File: src/rci_regs.svh
// register offsets, field positions, reset values and timing counts
// included by the top module and its self-checking bench only
`ifndef RCI_REGS_SVH
`define RCI_REGS_SVH
`define RCI_OFS_CFG 8'h00
`define RCI_OFS_TIME_HI 8'h04
`define RCI_OFS_TIME_LO 8'h08
`define RCI_OFS_ALM_CFG 8'h0C
`define RCI_OFS_ALM_HI 8'h10
`define RCI_OFS_ALM_LO 8'h14
`define RCI_OFS_PAD 8'h18
`define RCI_OFS_UNLOCK 8'h1C
`define RCI_CFG_EN 15
`define RCI_CFG_WREN 13
`define RCI_CFG_OE 10
`define RCI_PTR_HI 9
`define RCI_PTR_LO 8
`define RCI_ALM_EN 15
`define RCI_MASK_HI 13
`define RCI_MASK_LO 10
`define RCI_PAD_SEL 1
`define RCI_PAD_TTL 0
`define RCI_KEY1 8'h55
`define RCI_KEY2 8'hAA
`define RCI_CFG_RST 13'h0000
`define RCI_ALM_RST 16'h0000
`define RCI_PAD_RST 1'b0
`define RCI_SEC_RST 8'h00
`define RCI_ONE_RST 8'h01
`define RCI_SEC_MAX 8'h59
`define RCI_HR_MAX 8'h23
`define RCI_MON_MAX 8'h12
`define RCI_YR_MAX 8'h99
`define RCI_WD_MAX 8'h06
`define RCI_HCLK_HZ 100000000
`define RCI_OSC_HZ 32768
`define RCI_OSC_DIV (`RCI_HCLK_HZ / `RCI_OSC_HZ)
`define RCI_HALF_SEC_MS 500
`define RCI_HALF_PULSES (`RCI_OSC_HZ * `RCI_HALF_SEC_MS / 1000)
`define RCI_SYNC_PULSES 32
`define RCI_UNLOCK_CYC 2'h3
`endif

File: src/rci_pkg.sv
// types shared by the clock and calendar design files
// no surroundings assumed
package rci_pkg;
  typedef enum logic [1:0] {RCI_UNL_IDLE = 2'b00, RCI_UNL_KEY1 = 2'b01} rci_unlock_e;
  typedef enum logic [3:0] {
    RCI_M_HALF = 4'b0000, RCI_M_SEC = 4'b0001, RCI_M_10S = 4'b0010, RCI_M_MIN = 4'b0011,
    RCI_M_10M = 4'b0100, RCI_M_HOUR = 4'b0101, RCI_M_DAY = 4'b0110, RCI_M_WEEK = 4'b0111,
    RCI_M_MONTH = 4'b1000, RCI_M_YEAR = 4'b1001
  } rci_mask_e;
  typedef struct packed {
    logic [7:0] sec, min, hour, wday, day, month, year;
  } rci_time_s;
  typedef struct packed {logic [7:0] value;} rci_bcd_s;
  typedef struct packed {
    logic [16:0] cnt;
    logic half, adj, hp, sp, near;
  } rci_half_s;
  typedef struct packed {
    logic en, wren, oe;
    logic [1:0] tptr;
    logic [7:0] cal;
    logic pad_sel, pad_ttl;
    logic [15:0] alm_cfg;
    logic [7:0] a_min, a_sec, a_wd, a_hr, a_mon, a_day;
    rci_unlock_e unl;
    logic [1:0] arm;
    logic dph_wr, dph_rd;
    logic [7:0] dph_addr;
    logic hready;
    logic [31:0] hrdata;
    logic [11:0] osc_cnt;
    logic osc_tick, hp_d, sp_d, alarm_pulse, pin, pin_en;
  } rci_top_s;
endpackage

File: src/rci_bcd_counter.sv
// one packed-BCD time field that counts, wraps and loads
// assumes the caller gives lo and hi bounds in BCD
`timescale 1ns/10ps
module rci_bcd_counter #(
  parameter logic [7:0] RST_VAL = 8'h00
) (
  input wire logic hclk,
  input wire logic hresetn,
  input wire logic inc,
  input wire logic load,
  input wire logic [7:0] load_val,
  input wire logic [7:0] lo_val,
  input wire logic [7:0] hi_val,
  output logic [7:0] value,
  output logic carry
);
  rci_pkg::rci_bcd_s st, nx;

  // load wins over a count; out-of-range values wrap too
  always_comb begin
    nx = st;
    if (load) begin
      nx.value = load_val;
    end else if (inc) begin
      if (st.value >= hi_val) begin
        nx.value = lo_val;
      end else if (st.value[3:0] == 4'h9) begin
        nx.value = {st.value[7:4] + 4'h1, 4'h0};
      end else begin
        nx.value = {st.value[7:4], st.value[3:0] + 4'h1};
      end
    end
  end

  always_ff @(posedge hclk or negedge hresetn) begin
    if (!hresetn) begin
      st.value <= RST_VAL;
    end else begin
      st <= nx;
    end
  end

  assign value = st.value;
  assign carry = inc && !load && (st.value >= hi_val);
endmodule

File: src/rci_half_tick.sv
// half-second divider on oscillator pulses with per-minute drift trim
// assumes osc_tick is a one-cycle enable pulse per oscillator period
`timescale 1ns/10ps
module rci_half_tick #(
  parameter int HALF_PULSES = 16384,
  parameter int SYNC_PULSES = 32
) (
  input wire logic hclk,
  input wire logic hresetn,
  input wire logic osc_tick,
  input wire logic run,
  input wire logic minute_start,
  input wire logic [7:0] cal,
  input wire logic clear,
  output logic half_tick,
  output logic sec_tick,
  output logic half_flag,
  output logic near_end
);
  rci_pkg::rci_half_s st, nx;
  logic [16:0] adj4;
  logic [16:0] limit;

  // first half-second of each minute is shortened or stretched by 4 x cal
  assign adj4 = {{7{cal[7]}}, cal, 2'b00};
  assign limit = 17'(HALF_PULSES - 1) - (st.adj ? adj4 : 17'h00000);

  always_comb begin
    nx = st;
    nx.hp = 1'b0;
    nx.sp = 1'b0;
    nx.near = st.half && ((st.cnt + 17'(SYNC_PULSES)) >= limit);
    if (minute_start) begin
      nx.adj = 1'b1;
    end
    if (clear) begin
      nx.cnt = 17'h00000;
      nx.half = 1'b0;
    end else if (run && osc_tick) begin
      if (st.cnt >= limit) begin
        nx.cnt = 17'h00000;
        nx.half = ~st.half;
        nx.hp = 1'b1;
        nx.sp = st.half;
        nx.adj = 1'b0;
      end else begin
        nx.cnt = st.cnt + 17'h00001;
      end
    end
  end

  always_ff @(posedge hclk or negedge hresetn) begin
    if (!hresetn) begin
      st <= '0;
    end else begin
      st <= nx;
    end
  end

  assign half_tick = st.hp;
  assign sec_tick = st.sp;
  assign half_flag = st.half;
  assign near_end = st.near;
endmodule

File: src/rci_top.sv
// clock and calendar: AHB-Lite register slave, value windows, timekeeping
// assumes one AHB-Lite master, single word transfers, hclk at 100 MHz
//
// Functional notes
// - keep time and date at half-second steps
// - weekday and leap years in hardware, 2000-2099
// - all time values are packed BCD
// - oscillator and clock survive external master reset
// - time pointer selects the time register pair
// - high time byte write decrements pointer
// - any value window read decrements its pointer
// - alarm pointer selects the alarm register pair
// - high alarm byte write decrements alarm pointer
// - time writes only while write enable set
// - write enable settable only after unlock
// - module enable runs clock, write-locked
// - sync flag warns of rollover ripple
// - half-second flag, cleared by seconds write
// - output enable drives the clock pin
// - pad select picks seconds clock or alarm
// - calibration trims 4 pulses per step per minute
// - configuration reset only at power-on
// - pad bit picks parallel input buffers
// - alarm mask picks the alarm interval
//
// Added by the designer: register access over AHB-Lite and the register addresses.
`timescale 1ns/10ps
`include "rci_regs.svh"
module rci_top #(
  parameter int HALF_PULSES = `RCI_HALF_PULSES,
  parameter int OSC_DIV = `RCI_OSC_DIV,
  parameter int SYNC_PULSES = `RCI_SYNC_PULSES
) (
  input wire logic hclk,
  input wire logic hresetn,
  input wire logic hsel,
  input wire logic [31:0] haddr,
  input wire logic [1:0] htrans,
  input wire logic hwrite,
  input wire logic [2:0] hsize,
  input wire logic [31:0] hwdata,
  input wire logic hready,
  output logic hreadyout,
  output logic hresp,
  output logic [31:0] hrdata,
  input wire logic external_master_reset,
  output logic clock_calendar_out,
  output logic clock_calendar_out_en,
  output logic parallel_input_buffer_select
);
  rci_pkg::rci_top_s st, nx;
  rci_pkg::rci_time_s tm;
  logic take, ld_ok, ld_hi, ld_lo, ld_sec;
  logic half_tick, sec_tick, half_flag, near_end, read_sync_flag;
  logic c_sec, c_min, c_hr, c_day, c_mon;
  logic leap;
  logic [7:0] day_max;
  logic [31:0] rdata;
  logic hit, s_eq, m_eq, h_eq;

  // address phase taken only for word transfers while ready
  assign take = hsel && hready && st.hready && htrans[1] && (hsize == 3'h2);

  // accepted value writes, steered by the time pointer
  assign ld_ok = st.dph_wr && st.wren;
  assign ld_hi = ld_ok && (st.dph_addr == `RCI_OFS_TIME_HI);
  assign ld_lo = ld_ok && (st.dph_addr == `RCI_OFS_TIME_LO);
  assign ld_sec = ld_lo && (st.tptr == 2'h0);

  // divider and trim feeding the second counter
  rci_half_tick #(
    .HALF_PULSES(HALF_PULSES),
    .SYNC_PULSES(SYNC_PULSES)
  ) u_half (
    .hclk(hclk),
    .hresetn(hresetn),
    .osc_tick(st.osc_tick),
    .run(st.en),
    .minute_start(c_sec),
    .cal(st.cal),
    .clear(ld_sec),
    .half_tick(half_tick),
    .sec_tick(sec_tick),
    .half_flag(half_flag),
    .near_end(near_end)
  );

  // leap years: every year divisible by four inside 2000-2099
  assign leap = tm.year[4] ? (tm.year[3:0] == 4'h2 || tm.year[3:0] == 4'h6) :
                (tm.year[3:0] == 4'h0 || tm.year[3:0] == 4'h4 || tm.year[3:0] == 4'h8);

  // last day of the current month
  always_comb begin
    unique case (tm.month)
      8'h02: day_max = leap ? 8'h29 : 8'h28;
      8'h04, 8'h06, 8'h09, 8'h11: day_max = 8'h30;
      default: day_max = 8'h31;
    endcase
  end

  // bcd time chain, carries ripple from seconds upward
  rci_bcd_counter #(.RST_VAL(`RCI_SEC_RST)) u_sec (
    .hclk(hclk), .hresetn(hresetn), .inc(sec_tick), .load(ld_sec),
    .load_val(hwdata[7:0]), .lo_val(8'h00), .hi_val(`RCI_SEC_MAX),
    .value(tm.sec), .carry(c_sec)
  );
  rci_bcd_counter #(.RST_VAL(`RCI_SEC_RST)) u_min (
    .hclk(hclk), .hresetn(hresetn), .inc(c_sec), .load(ld_hi && st.tptr == 2'h0),
    .load_val(hwdata[7:0]), .lo_val(8'h00), .hi_val(`RCI_SEC_MAX),
    .value(tm.min), .carry(c_min)
  );
  rci_bcd_counter #(.RST_VAL(`RCI_SEC_RST)) u_hour (
    .hclk(hclk), .hresetn(hresetn), .inc(c_min), .load(ld_lo && st.tptr == 2'h1),
    .load_val(hwdata[7:0]), .lo_val(8'h00), .hi_val(`RCI_HR_MAX),
    .value(tm.hour), .carry(c_hr)
  );
  rci_bcd_counter #(.RST_VAL(`RCI_SEC_RST)) u_wday (
    .hclk(hclk), .hresetn(hresetn), .inc(c_hr), .load(ld_hi && st.tptr == 2'h1),
    .load_val({5'h00, hwdata[2:0]}), .lo_val(8'h00), .hi_val(`RCI_WD_MAX),
    .value(tm.wday), .carry()
  );
  rci_bcd_counter #(.RST_VAL(`RCI_ONE_RST)) u_day (
    .hclk(hclk), .hresetn(hresetn), .inc(c_hr), .load(ld_lo && st.tptr == 2'h2),
    .load_val(hwdata[7:0]), .lo_val(8'h01), .hi_val(day_max),
    .value(tm.day), .carry(c_day)
  );
  rci_bcd_counter #(.RST_VAL(`RCI_ONE_RST)) u_mon (
    .hclk(hclk), .hresetn(hresetn), .inc(c_day), .load(ld_hi && st.tptr == 2'h2),
    .load_val(hwdata[7:0]), .lo_val(8'h01), .hi_val(`RCI_MON_MAX),
    .value(tm.month), .carry(c_mon)
  );
  rci_bcd_counter #(.RST_VAL(`RCI_SEC_RST)) u_year (
    .hclk(hclk), .hresetn(hresetn), .inc(c_mon), .load(ld_lo && st.tptr == 2'h3),
    .load_val(hwdata[7:0]), .lo_val(8'h00), .hi_val(`RCI_YR_MAX),
    .value(tm.year), .carry()
  );

  assign read_sync_flag = near_end && st.en;

  // read multiplexer, window bytes chosen by their pointers
  always_comb begin
    rdata = 32'h00000000;
    unique case (st.dph_addr)
      `RCI_OFS_CFG: rdata = {16'h0000, st.en, 1'b0, st.wren, read_sync_flag, half_flag,
                             st.oe, st.tptr, st.cal};
      `RCI_OFS_TIME_HI: begin
        unique case (st.tptr)
          2'h0: rdata[7:0] = tm.min;
          2'h1: rdata[7:0] = tm.wday;
          2'h2: rdata[7:0] = tm.month;
          2'h3: rdata[7:0] = 8'h00;
        endcase
      end
      `RCI_OFS_TIME_LO: begin
        unique case (st.tptr)
          2'h0: rdata[7:0] = tm.sec;
          2'h1: rdata[7:0] = tm.hour;
          2'h2: rdata[7:0] = tm.day;
          2'h3: rdata[7:0] = tm.year;
        endcase
      end
      `RCI_OFS_ALM_CFG: rdata[15:0] = st.alm_cfg;
      `RCI_OFS_ALM_HI: begin
        unique case (st.alm_cfg[`RCI_PTR_HI:`RCI_PTR_LO])
          2'h0: rdata[7:0] = st.a_min;
          2'h1: rdata[7:0] = st.a_wd;
          2'h2: rdata[7:0] = st.a_mon;
          2'h3: rdata[7:0] = 8'h00;
        endcase
      end
      `RCI_OFS_ALM_LO: begin
        unique case (st.alm_cfg[`RCI_PTR_HI:`RCI_PTR_LO])
          2'h0: rdata[7:0] = st.a_sec;
          2'h1: rdata[7:0] = st.a_hr;
          2'h2: rdata[7:0] = st.a_day;
          2'h3: rdata[7:0] = 8'h00;
        endcase
      end
      `RCI_OFS_PAD: rdata[1:0] = {st.pad_sel, st.pad_ttl};
      default: rdata = 32'h00000000;
    endcase
  end

  // alarm match against the time as it stands after each step
  assign s_eq = tm.sec == st.a_sec;
  assign m_eq = s_eq && tm.min == st.a_min;
  assign h_eq = m_eq && tm.hour == st.a_hr;
  always_comb begin
    unique case (rci_pkg::rci_mask_e'(st.alm_cfg[`RCI_MASK_HI:`RCI_MASK_LO]))
      rci_pkg::RCI_M_HALF: hit = st.hp_d;
      rci_pkg::RCI_M_SEC: hit = st.sp_d;
      rci_pkg::RCI_M_10S: hit = st.sp_d && tm.sec[3:0] == st.a_sec[3:0];
      rci_pkg::RCI_M_MIN: hit = st.sp_d && s_eq;
      rci_pkg::RCI_M_10M: hit = st.sp_d && s_eq && tm.min[3:0] == st.a_min[3:0];
      rci_pkg::RCI_M_HOUR: hit = st.sp_d && m_eq;
      rci_pkg::RCI_M_DAY: hit = st.sp_d && h_eq;
      rci_pkg::RCI_M_WEEK: hit = st.sp_d && h_eq && tm.wday == st.a_wd;
      rci_pkg::RCI_M_MONTH: hit = st.sp_d && h_eq && tm.day == st.a_day;
      rci_pkg::RCI_M_YEAR: hit = st.sp_d && h_eq && tm.day == st.a_day && tm.month == st.a_mon;
      default: hit = 1'b0; // reserved codes never fire
    endcase
  end

  // bus slave, control registers, pointers and the output pin
  always_comb begin
    nx = st;
    nx.hready = 1'b1;
    nx.dph_rd = 1'b0;
    nx.dph_wr = 1'b0;
    nx.hp_d = half_tick;
    nx.sp_d = sec_tick;
    // oscillator pulse divider, untouched by master reset
    if (st.osc_cnt >= 12'(OSC_DIV - 1)) begin
      nx.osc_cnt = 12'h000;
      nx.osc_tick = 1'b1;
    end else begin
      nx.osc_cnt = st.osc_cnt + 12'h001;
      nx.osc_tick = 1'b0;
    end
    if (st.arm != 2'h0) begin
      nx.arm = st.arm - 2'h1;
    end
    if (take) begin
      nx.dph_addr = haddr[7:0];
      nx.dph_wr = hwrite;
      nx.dph_rd = !hwrite;
      nx.hready = hwrite; // one wait state on reads
    end
    // read completes; value window reads step the pointer down
    if (st.dph_rd) begin
      nx.hrdata = rdata;
      if ((st.dph_addr == `RCI_OFS_TIME_HI || st.dph_addr == `RCI_OFS_TIME_LO) &&
          st.tptr != 2'h0) begin
        nx.tptr = st.tptr - 2'h1;
      end
      if ((st.dph_addr == `RCI_OFS_ALM_HI || st.dph_addr == `RCI_OFS_ALM_LO) &&
          st.alm_cfg[`RCI_PTR_HI:`RCI_PTR_LO] != 2'h0) begin
        nx.alm_cfg[`RCI_PTR_HI:`RCI_PTR_LO] = st.alm_cfg[`RCI_PTR_HI:`RCI_PTR_LO] - 2'h1;
      end
    end
    // write data phase
    if (st.dph_wr) begin
      unique case (st.dph_addr)
        `RCI_OFS_CFG: begin
          if (st.wren) begin
            nx.en = hwdata[`RCI_CFG_EN];
          end
          nx.wren = hwdata[`RCI_CFG_WREN] && (st.wren || st.arm != 2'h0);
          nx.oe = hwdata[`RCI_CFG_OE];
          nx.tptr = hwdata[`RCI_PTR_HI:`RCI_PTR_LO];
          nx.cal = hwdata[7:0];
        end
        `RCI_OFS_TIME_HI: begin
          if (st.tptr != 2'h0) begin
            nx.tptr = st.tptr - 2'h1;
          end
        end
        `RCI_OFS_ALM_CFG: nx.alm_cfg = hwdata[15:0];
        `RCI_OFS_ALM_HI: begin
          unique case (st.alm_cfg[`RCI_PTR_HI:`RCI_PTR_LO])
            2'h0: nx.a_min = hwdata[7:0];
            2'h1: nx.a_wd = hwdata[7:0];
            2'h2: nx.a_mon = hwdata[7:0];
            2'h3: nx.a_min = st.a_min;
          endcase
          if (st.alm_cfg[`RCI_PTR_HI:`RCI_PTR_LO] != 2'h0) begin
            nx.alm_cfg[`RCI_PTR_HI:`RCI_PTR_LO] = st.alm_cfg[`RCI_PTR_HI:`RCI_PTR_LO] - 2'h1;
          end
        end
        `RCI_OFS_ALM_LO: begin
          unique case (st.alm_cfg[`RCI_PTR_HI:`RCI_PTR_LO])
            2'h0: nx.a_sec = hwdata[7:0];
            2'h1: nx.a_hr = hwdata[7:0];
            2'h2: nx.a_day = hwdata[7:0];
            2'h3: nx.a_sec = st.a_sec;
          endcase
        end
        `RCI_OFS_PAD: begin
          nx.pad_sel = hwdata[`RCI_PAD_SEL];
          nx.pad_ttl = hwdata[`RCI_PAD_TTL];
        end
        `RCI_OFS_UNLOCK: begin
          if (hwdata[7:0] == `RCI_KEY1) begin
            nx.unl = rci_pkg::RCI_UNL_KEY1;
          end else begin
            nx.unl = rci_pkg::RCI_UNL_IDLE;
            if (st.unl == rci_pkg::RCI_UNL_KEY1 && hwdata[7:0] == `RCI_KEY2) begin
              nx.arm = `RCI_UNLOCK_CYC;
            end
          end
        end
        default: nx.unl = st.unl;
      endcase
    end
    // alarm pulse lasts until the next half-second step
    if (hit && st.alm_cfg[`RCI_ALM_EN]) begin
      nx.alarm_pulse = 1'b1;
    end else if (st.hp_d) begin
      nx.alarm_pulse = 1'b0;
    end
    nx.pin_en = st.oe;
    nx.pin = st.oe && (st.pad_sel ? half_flag : st.alarm_pulse);
    // master reset clears pad and unlock state only
    if (external_master_reset) begin
      nx.pad_sel = `RCI_PAD_RST;
      nx.pad_ttl = `RCI_PAD_RST;
      nx.unl = rci_pkg::RCI_UNL_IDLE;
      nx.arm = 2'h0;
    end
  end

  // only the power-on reset clears configuration
  always_ff @(posedge hclk or negedge hresetn) begin
    if (!hresetn) begin
      st <= '0;
      {st.en, st.wren, st.oe, st.tptr, st.cal} <= `RCI_CFG_RST;
      st.alm_cfg <= `RCI_ALM_RST;
      st.hready <= 1'b1;
    end else begin
      st <= nx;
    end
  end

  assign hreadyout = st.hready;
  assign hresp = 1'b0;
  assign hrdata = st.hrdata;
  assign clock_calendar_out = st.pin;
  assign clock_calendar_out_en = st.pin_en;
  assign parallel_input_buffer_select = st.pad_ttl;
endmodule

File: config.mk
export PLATFORM = sky130hd
export DESIGN_NAME = rci_top
export DESIGN_NICKNAME = d
export VERILOG_FILES = /design/src/rci_pkg.sv /design/src/rci_bcd_counter.sv /design/src/rci_half_tick.sv /design/src/rci_top.sv
export VERILOG_INCLUDE_DIRS = /design/src
export SDC_FILE = /design/constraint.sdc
export NUM_CORES = 1
export LEC_CHECK = 0
export BUFFER_PORTS_ARGS = -buffer_cell sky130_fd_sc_hd__buf_2
export CORE_MARGIN = 4
export CORE_UTILIZATION = 55
export CTS_CLUSTER_DIAMETER = 150
export CTS_CLUSTER_SIZE = 30
export DETAILED_ROUTE_END_ITERATION = 7
export GPL_ROUTABILITY_DRIVEN = 1
export PLACE_DENSITY_LB_ADDON = 0.12
export SLEW_MARGIN = 20
export SYNTH_ARGS = -nofsm -noshare
export SYNTH_HDL_FRONTEND = slang
export SYNTH_SLANG_ARGS = --single-unit
File: constraint.sdc
create_clock -name hclk -period 3.4 [get_ports hclk]
set_input_delay 0.34 -clock hclk [delete_from_list [all_inputs] [get_ports hclk]]
set_output_delay 0.34 -clock hclk [all_outputs]
set_load 0.05 [all_outputs]
==> results.toml, run 1 <==
[yosys]
synth_area_per_cell_sq_um = 9.59
ys_seq_area_share_pct = 41.2
yosysUniqueCellTypes = 79
ys_async_sr_fraction_pct = 100
synth_area_sq_um = 12500
ys.warnings.count = 0
synth-edff-count = 0
synth_ff_type = "dfrtp_1"
ys_seq_elements = 205
synthCells = 1300

[floorplanning]
core-area_sq_um = 22000
start_util_pct = 56.6
die_w_um = 159
die_area_sq_um = 25100
ios = 112
die_h_um = 159
rows = 54

[global_route]
grt_overflow_total = 0
grt_usage_pct = 27.9
grt_first_pass_wirelength_um = 55000
grt_pass1_vias = 9811
grt_max_degree = 90
antenna_found_initial = 0

[sta]
fin_crit_sh_pct = 93.2
finalSetupViolCount = 0
fin_crit_ns = 3.17
worst_pin_slew_ns = 0.820
fin_skew_ns = 0.0186
slew_violations = 0
relSlewSlack_pct = 44.9
fin_hold_ws_ns = 0.0786
hold_violations = 0
fmax_mhz = 316

[cells_and_area]
syn_to_final_growth_pct = 7.17
finish.net_count = 1464
drive_gt1_share_pct = 17.5
fillers = 1908

[worst_setup_path]
reg2reg_slack_ns = 0.23
endpoint_kind = "register"
crit_type = "reg -> reg"
cp.arrival_ns = 3.55
crit_required_ns = 3.78
worstPathMaxFanout = 4
reg2reg_depth = 13
rr_endpoint = "u_year.value[0]"
worst_setup_path_start_kind = "register"
timing.rr.start = "u_mon.value[0]"

[detailed_routing]
vias = 10300
remaining_drc_errors = 0
dr.pass1.iters = 6
ant_nets = 0
routed_wl_um = 35200
first_iter_violations = 1216
viasPerCell = 6.39
wl_per_cell_um = 21.8

[cts]
root_buffer = "clkbuf_16"
tritoncts = "done"
cts.sinks = 205
clk_pin_slew_ns = 0.12
numCtsBuffers = 10
htree_levels = 1
cts_buffer_depth = 3
clkLatencyLatePin_ns = 0.49

[power_and_ir_drop]
p_leak_nw = 5.76
powerDensity_nw_per_um2 = 368
ir_drop_mv = 0.258
finalPower_mw = 4.91

[min_path]
min-delay-start = "haddr[1]"
hold_depth = 2
hold_path.class = "in -> reg"
min_to = "st[52]"

[placement]
io_buffer_count = 53
hpwl_um = 25500
place.gp.congestion = 0.965

[flow_run]
cap_violations = 0

[status]
status = "finished, final reports clean"
per-layer routing:
metal | wire, um | GRT usage [%] | vias up
met2 | 16000 | 44.1 | 440
met1 | 15100 | 40.7 | 5093
met4 | 1160 | 7.43 | 0
met3 | 2970 | 3.81 | 75
met5 | 0 | 0 | -
li1 | - | - | 4725
synthesized netlist by cell type (all sizes together), types with 4 or more instances:
cell type,count,area (sq um)
a2111oi,4,35.0
a211oi,6,45.0
a21o,7,52.6
a21oi,72,364
a221o,10,100
a221oi,8,70.1
a222oi,9,90.1
a22o,23,201
a22oi,25,188
a31oi,15,93.8
a32oi,4,35.0
a41oi,5,43.8
and2,15,96.4
and3,13,81.3
and4,6,55.1
buf,51,342
clkbuf,57,214
dfrtp,202,5050
ha,58,726
inv,37,139
mux2,82,923
mux2i,7,70.1
mux4,6,135
nand2,121,457
nand2b,10,62.6
nand3,50,250
nand3b,4,30.0
nand4,22,138
nor2,102,385
nor2b,9,56.3
nor3,24,148
nor3b,6,45.0
nor4,12,87.6
nor4b,6,65.1
nor4bb,5,50.1
o211ai,8,60.1
o21a,5,37.5
o21ai,67,335
o22ai,11,68.8
o31ai,4,30.0
or3,10,67.6
xnor2,40,350
xor2,30,263
cell families (layout without fill, tap and decap cells):
logic type / after synthesis / after routing / share of synthesized area [%]
simple gates: 422 / 422 / 17.1
compound gates: 304 / 304 / 16.3
flops: 205 / 205 / 41.2
buf+inv: 145 / 164 / 5.57
mux: 95 / 95 / 9.05
xor+xnor: 70 / 70 / 4.92
fa+ha+maj: 58 / 58 / 5.82
other cells: 1 / 18 / 0.0301
cell usage in the layout, fill, tap and decap left out, types with 7 or more instances in the layout:
cell type and n:
dfrtp_1 201, nand2_1 120, nor2_1 101, mux2_2 82
a21oi_1 71, o21ai_0 65, ha_1 58, buf_4 56
buf_2 52, nand3_1 50, xnor2_1 40, inv_1 37
xor2_1 30, a22oi_1 25, a22o_1 23, nand4_1 22
nor3_1 21, conb_1 17, a31oi_1 15, and3_1 13
and2_1 13, o22ai_1 11, clkbuf_16 11, nand2b_1 10
a221o_1 10, nor2b_1 9, nor4_1 9, a222oi_1 9
or3_1 8, o211ai_1 8, a221oi_1 8, a21o_1 7
mux2i_1 7
final cells by class:
class                   instances  area, sq um  area share, %
repair buffers                111          724           5.42
flip-flops and latches        205         5130           38.4
clock buffers                  15          290           2.17
inverters                      37          139           1.04
clock inverters                 1         7.51         0.0562
well taps                     280          350           2.62
diodes                          1         2.50         0.0187
multi-input cells             966         6710           50.2
sequential cells by signal, summed over array words and instances (netlist names), 8 cells and up:
register / count
st: 106
u_half.st: 18
hrdata: 16
u_day.value: 8
u_hour.value: 8
u_min.value: 8
u_mon.value: 8
u_sec.value: 8
u_wday.value: 8
u_year.value: 8
how the worst max path moves through the flow:
stage / start / end / slack (ns) / cells past startpoint
2_1_floorplan: u_mon.value[0] / u_year.value[3] / 0.04 / 15
3_3_place_gp: u_mon.value[0] / u_year.value[0] / 0.23 / 13
3_5_place_dp: u_mon.value[0] / u_year.value[0] / 0.22 / 13
4_1_cts: u_mon.value[0] / u_year.value[0] / 0.18 / 13
5_1_grt: u_mon.value[5] / u_mon.value[1] / -0.00004 / 13
6_report: u_mon.value[0] / u_year.value[0] / 0.23 / 13
power by group:
group / switching [mW] / leakage [nW] / total, mW / internal, mW
clock: 0.792 / 0.140 / 1.40 / 0.606
sequential: 0.106 / 2.49 / 2.65 / 2.55
combinational: 0.574 / 3.13 / 0.862 / 0.288
critical path, cell delays in order, from the launching register on:
cell and delay, ns:
dfstp_2 0.55, nor2b_1 0.17, nand3b_1 0.11, o21ai_0 0.10, a32oi_1 0.09, o32a_1 0.30
ha_1 0.27, nor4b_1 0.04, o211ai_1 0.23, o211ai_1 0.19, or3_4 0.41, nor3_4 0.19
nor2_1 0.11, a221o_1 0.30
per-stage QoR:
| stage | std cells | utilization (%) | setup TNS, ns | instance area [sq um] | setup slack (ns) |
|---|---|---|---|---|---|
| 4_1_cts | 1614 | 60.5 | 0 | 13300 | 0.175 |
| 6_report | 1616 | 60.6 | 0 | 13400 | 0.230 |
| 3_3_place_gp | 1597 | 59.1 | 0 | 13000 | 0.235 |
| 5_1_grt | 1615 | 60.6 | -0.0000404 | 13400 | -0.0000404 |
| 3_5_place_dp | 1597 | 59.1 | 0 | 13000 | 0.215 |
| 2_1_floorplan | 1316 | - | 0 | 12500 | 0.0378 |
repair_timing:
| action | in CTS | in global routing |
|---|---|---|
| setup endpoints to repair | 0 | 14 |
| hold buffers | 1 | 0 |
| endpoints found under the hold margin | 85 | 0 |
| buffers inserted | 0 | 1 |
| gates resized for setup | 0 | 4 |
No activity file was read; power rests on OpenSTA's default activity.
==> run 2: changes to the inputs <==
--- a/config.mk
+++ b/config.mk
@@ -8,7 +8,7 @@
 export LEC_CHECK = 0
 export BUFFER_PORTS_ARGS = -buffer_cell sky130_fd_sc_hd__buf_2
 export CORE_MARGIN = 4
-export CORE_UTILIZATION = 55
+export CORE_UTILIZATION = 56
 export CTS_CLUSTER_DIAMETER = 150
 export CTS_CLUSTER_SIZE = 30
 export DETAILED_ROUTE_END_ITERATION = 7
@@ -17,4 +17,5 @@
 export SLEW_MARGIN = 20
 export SYNTH_ARGS = -nofsm -noshare
 export SYNTH_HDL_FRONTEND = slang
+export SYNTH_HIERARCHICAL = 1
 export SYNTH_SLANG_ARGS = --single-unit
==> run 2 against run 1 <==
Sequential cell count is the same. Largest power group unchanged. Maximum frequency shrank 0.14%. Non-clock buffer count grew 24. Clock power grew 3%. First-iteration DRC count grew 15%. Setup slack lost 0.0046 ns. Utilization grew 2.7 points. Area after synthesis grew 21%. Clock skew shrank 0.0049 ns. Register-to-register slack is essentially flat. Largest cell class unchanged.
==> results.toml, run 2 <==
[worst_setup_path]
cp_cell_sequence = "nor4_2, buf_4, nand3_1, nor3_2, nand2b_4, nor2_4, nand2b_1, nor2_4, buf_4, nand2b_1, o31ai_1, a2111oi_2"
reg2reg_depth = 12
worstPathMaxFanout = 11
crit_type = "reg -> reg"
max_stage_delay_ns = 0.45
endpoint_kind = "register"
slowest_stage = "dfrtp_1"
reg2reg_slack_ns = 0.23
rr_endpoint = "u_wday/value[2]"
cp.arrival_ns = 3.57
timing.rr.start = "st[55]"
worst_setup_path_start_kind = "register"
crit_required_ns = 3.79

[floorplanning]
rows = 59
ios = 112
die_w_um = 172
start_util_pct = 57.5
die_h_um = 172
core-area_sq_um = 26300
die_area_sq_um = 29700

[yosys]
synth_area_per_cell_sq_um = 9.18
synth_area_sq_um = 15100
synthCells = 1647
ys.warnings.count = 6

[min_path]
hold_path.class = "in -> reg"
hold_depth = 2
min-delay-start = "hwrite"
min_to = "st[60]"

[sta]
relSlewSlack_pct = 47.5
hold_violations = 0
fin_crit_sh_pct = 93.4
fin_crit_ns = 3.17
rsz0062_at_grt = "false"
slew_violations = 0
fin_skew_ns = 0.0137
fmax_mhz = 315
setup_tns_ns = 0
finalSetupViolCount = 0
fin_hold_ws_ns = 0.0689
worst_pin_slew_ns = 0.787

[cells_and_area]
final_common_cell = "dfrtp_1"
syn_to_final_growth_pct = 10.1
stdcell_area_sq_um = 16600
fillers = 2251
multi_input_area_sq_um = 9450
finish.net_count = 1961
largest_register_ffs = 106
regMostFlops = "st"
mostFrequentLayoutCells = "dfrtp_1 (201), conb_1 (131), nor2_1 (119)"
drive_gt1_share_pct = 16.4
layout.area.seq_sq_um = 5130

[global_route]
grt_max_degree = 88
grt_pass1_vias = 11800
grt_overflow_total = 0
antenna_found_initial = 0
grt_first_pass_wirelength_um = 64900
grt_usage_pct = 27.5

[cts]
cts_buffer_depth = 3
clk_pin_slew_ns = 0.12
clkLatencyLatePin_ns = 0.49
root_buffer = "clkbuf_16"
cts.sinks = 205
numCtsBuffers = 10
htree_levels = 1
tritoncts = "done"

[power_and_ir_drop]
powerDensity_nw_per_um2 = 315
p_leak_nw = 7.41
ir_drop_mv = 0.273

[detailed_routing]
remaining_drc_errors = 0
routed_wl_um = 40600
dr.pass1.iters = 6
ant_nets = 0
vias = 12700
first_iter_violations = 1395
viasPerCell = 5.95
wl_per_cell_um = 19.0

[placement]
io_buffer_count = 53
place.gp.congestion = 1.00
place_area_sq_um = 16300
hpwl_um = 29500

[flow_run]
cap_violations = 0

[status]
status = "finished, final reports clean"
==> run 2: repair_timing <==
item | 4_1_cts | 5_1_grt
hold buffers | 1 | 0
hold endpoints to repair | 83 | 0
gates resized for setup | 0 | 9
setup buffers | 1 | 3
setup endpoints to repair | 3 | 11
pin swaps | 1 | 3
gates cloned | 0 | 1
==> run 2: worst max path at each step <==
| stage | start | cells past startpoint | endpoint |
|---|---|---|---|
| 6_report | st[55] | 12 | u_wday/value[2] |
| 5_1_grt | u_sec/value[7] | 18 | u_year/value[4] |
| 4_1_cts | u_year/value[3] | 15 | u_year/value[2] |
| 3_5_place_dp | u_sec/value[7] | 17 | u_year/value[6] |
| 3_3_place_gp | u_sec/value[7] | 18 | u_year/value[4] |
| 2_1_floorplan | st[57] | 24 | u_year/value[2] |
==> run 2: critical path, delay by kind of cell (launching register included) <==
family                 cells  cell delay, ns
AO/OA/AOI/OAI              2            0.51
buffers and inverters      2            0.38
AND/OR/NAND/NOR            8            1.75
flip-flops                 1            0.45
==> run 2: layout make-up <==
| class | count | area share (%) |
|---|---|---|
| Multi-Input combinational cell | 1333 | 56.8 |
| Sequential cell | 205 | 30.9 |
| Inverter | 111 | 2.58 |
| Clock buffer | 13 | 1.70 |
| Antenna cell | 1 | 0.0150 |
| Clock inverter | 1 | 0.0451 |
| Timing Repair Buffer | 135 | 5.49 |
| Tap cell | 335 | 2.52 |
==> run 2: metal layers <==
metal | track usage (%) | share of wire [%]
met1 | 40.0 | 45
met2 | 42.7 | 45
met3 | 4.05 | 6.4
met4 | 8.00 | 2.9
met5 | 0 | 0
==> run 2: report_power, final <==
| group | switching (mW) | leakage, nW | internal, mW | total, mW |
|---|---|---|---|---|
| registers | 0.113 | 2.53 | 2.55 | 2.66 |
| clock network | 0.841 | 0.138 | 0.599 | 1.44 |
| logic | 0.750 | 4.74 | 0.395 | 1.14 |
| total | 1.70 | 7.41 | 3.55 | 5.25 |
==> run 2: metrics by stage <==
stage	setup slack (ns)	utilization, %	total power [mW]	instances
4_1_cts	0.0582	63.1	5.26	2129
3_5_place_dp	-0.0577	61.9	3.83	2113
6_report	0.226	63.3	5.25	2134
5_1_grt	0.0255	63.3	5.46	2133
2_1_floorplan	-0.0693	-	3.52	1776
3_3_place_gp	0.0234	61.9	3.81	2113
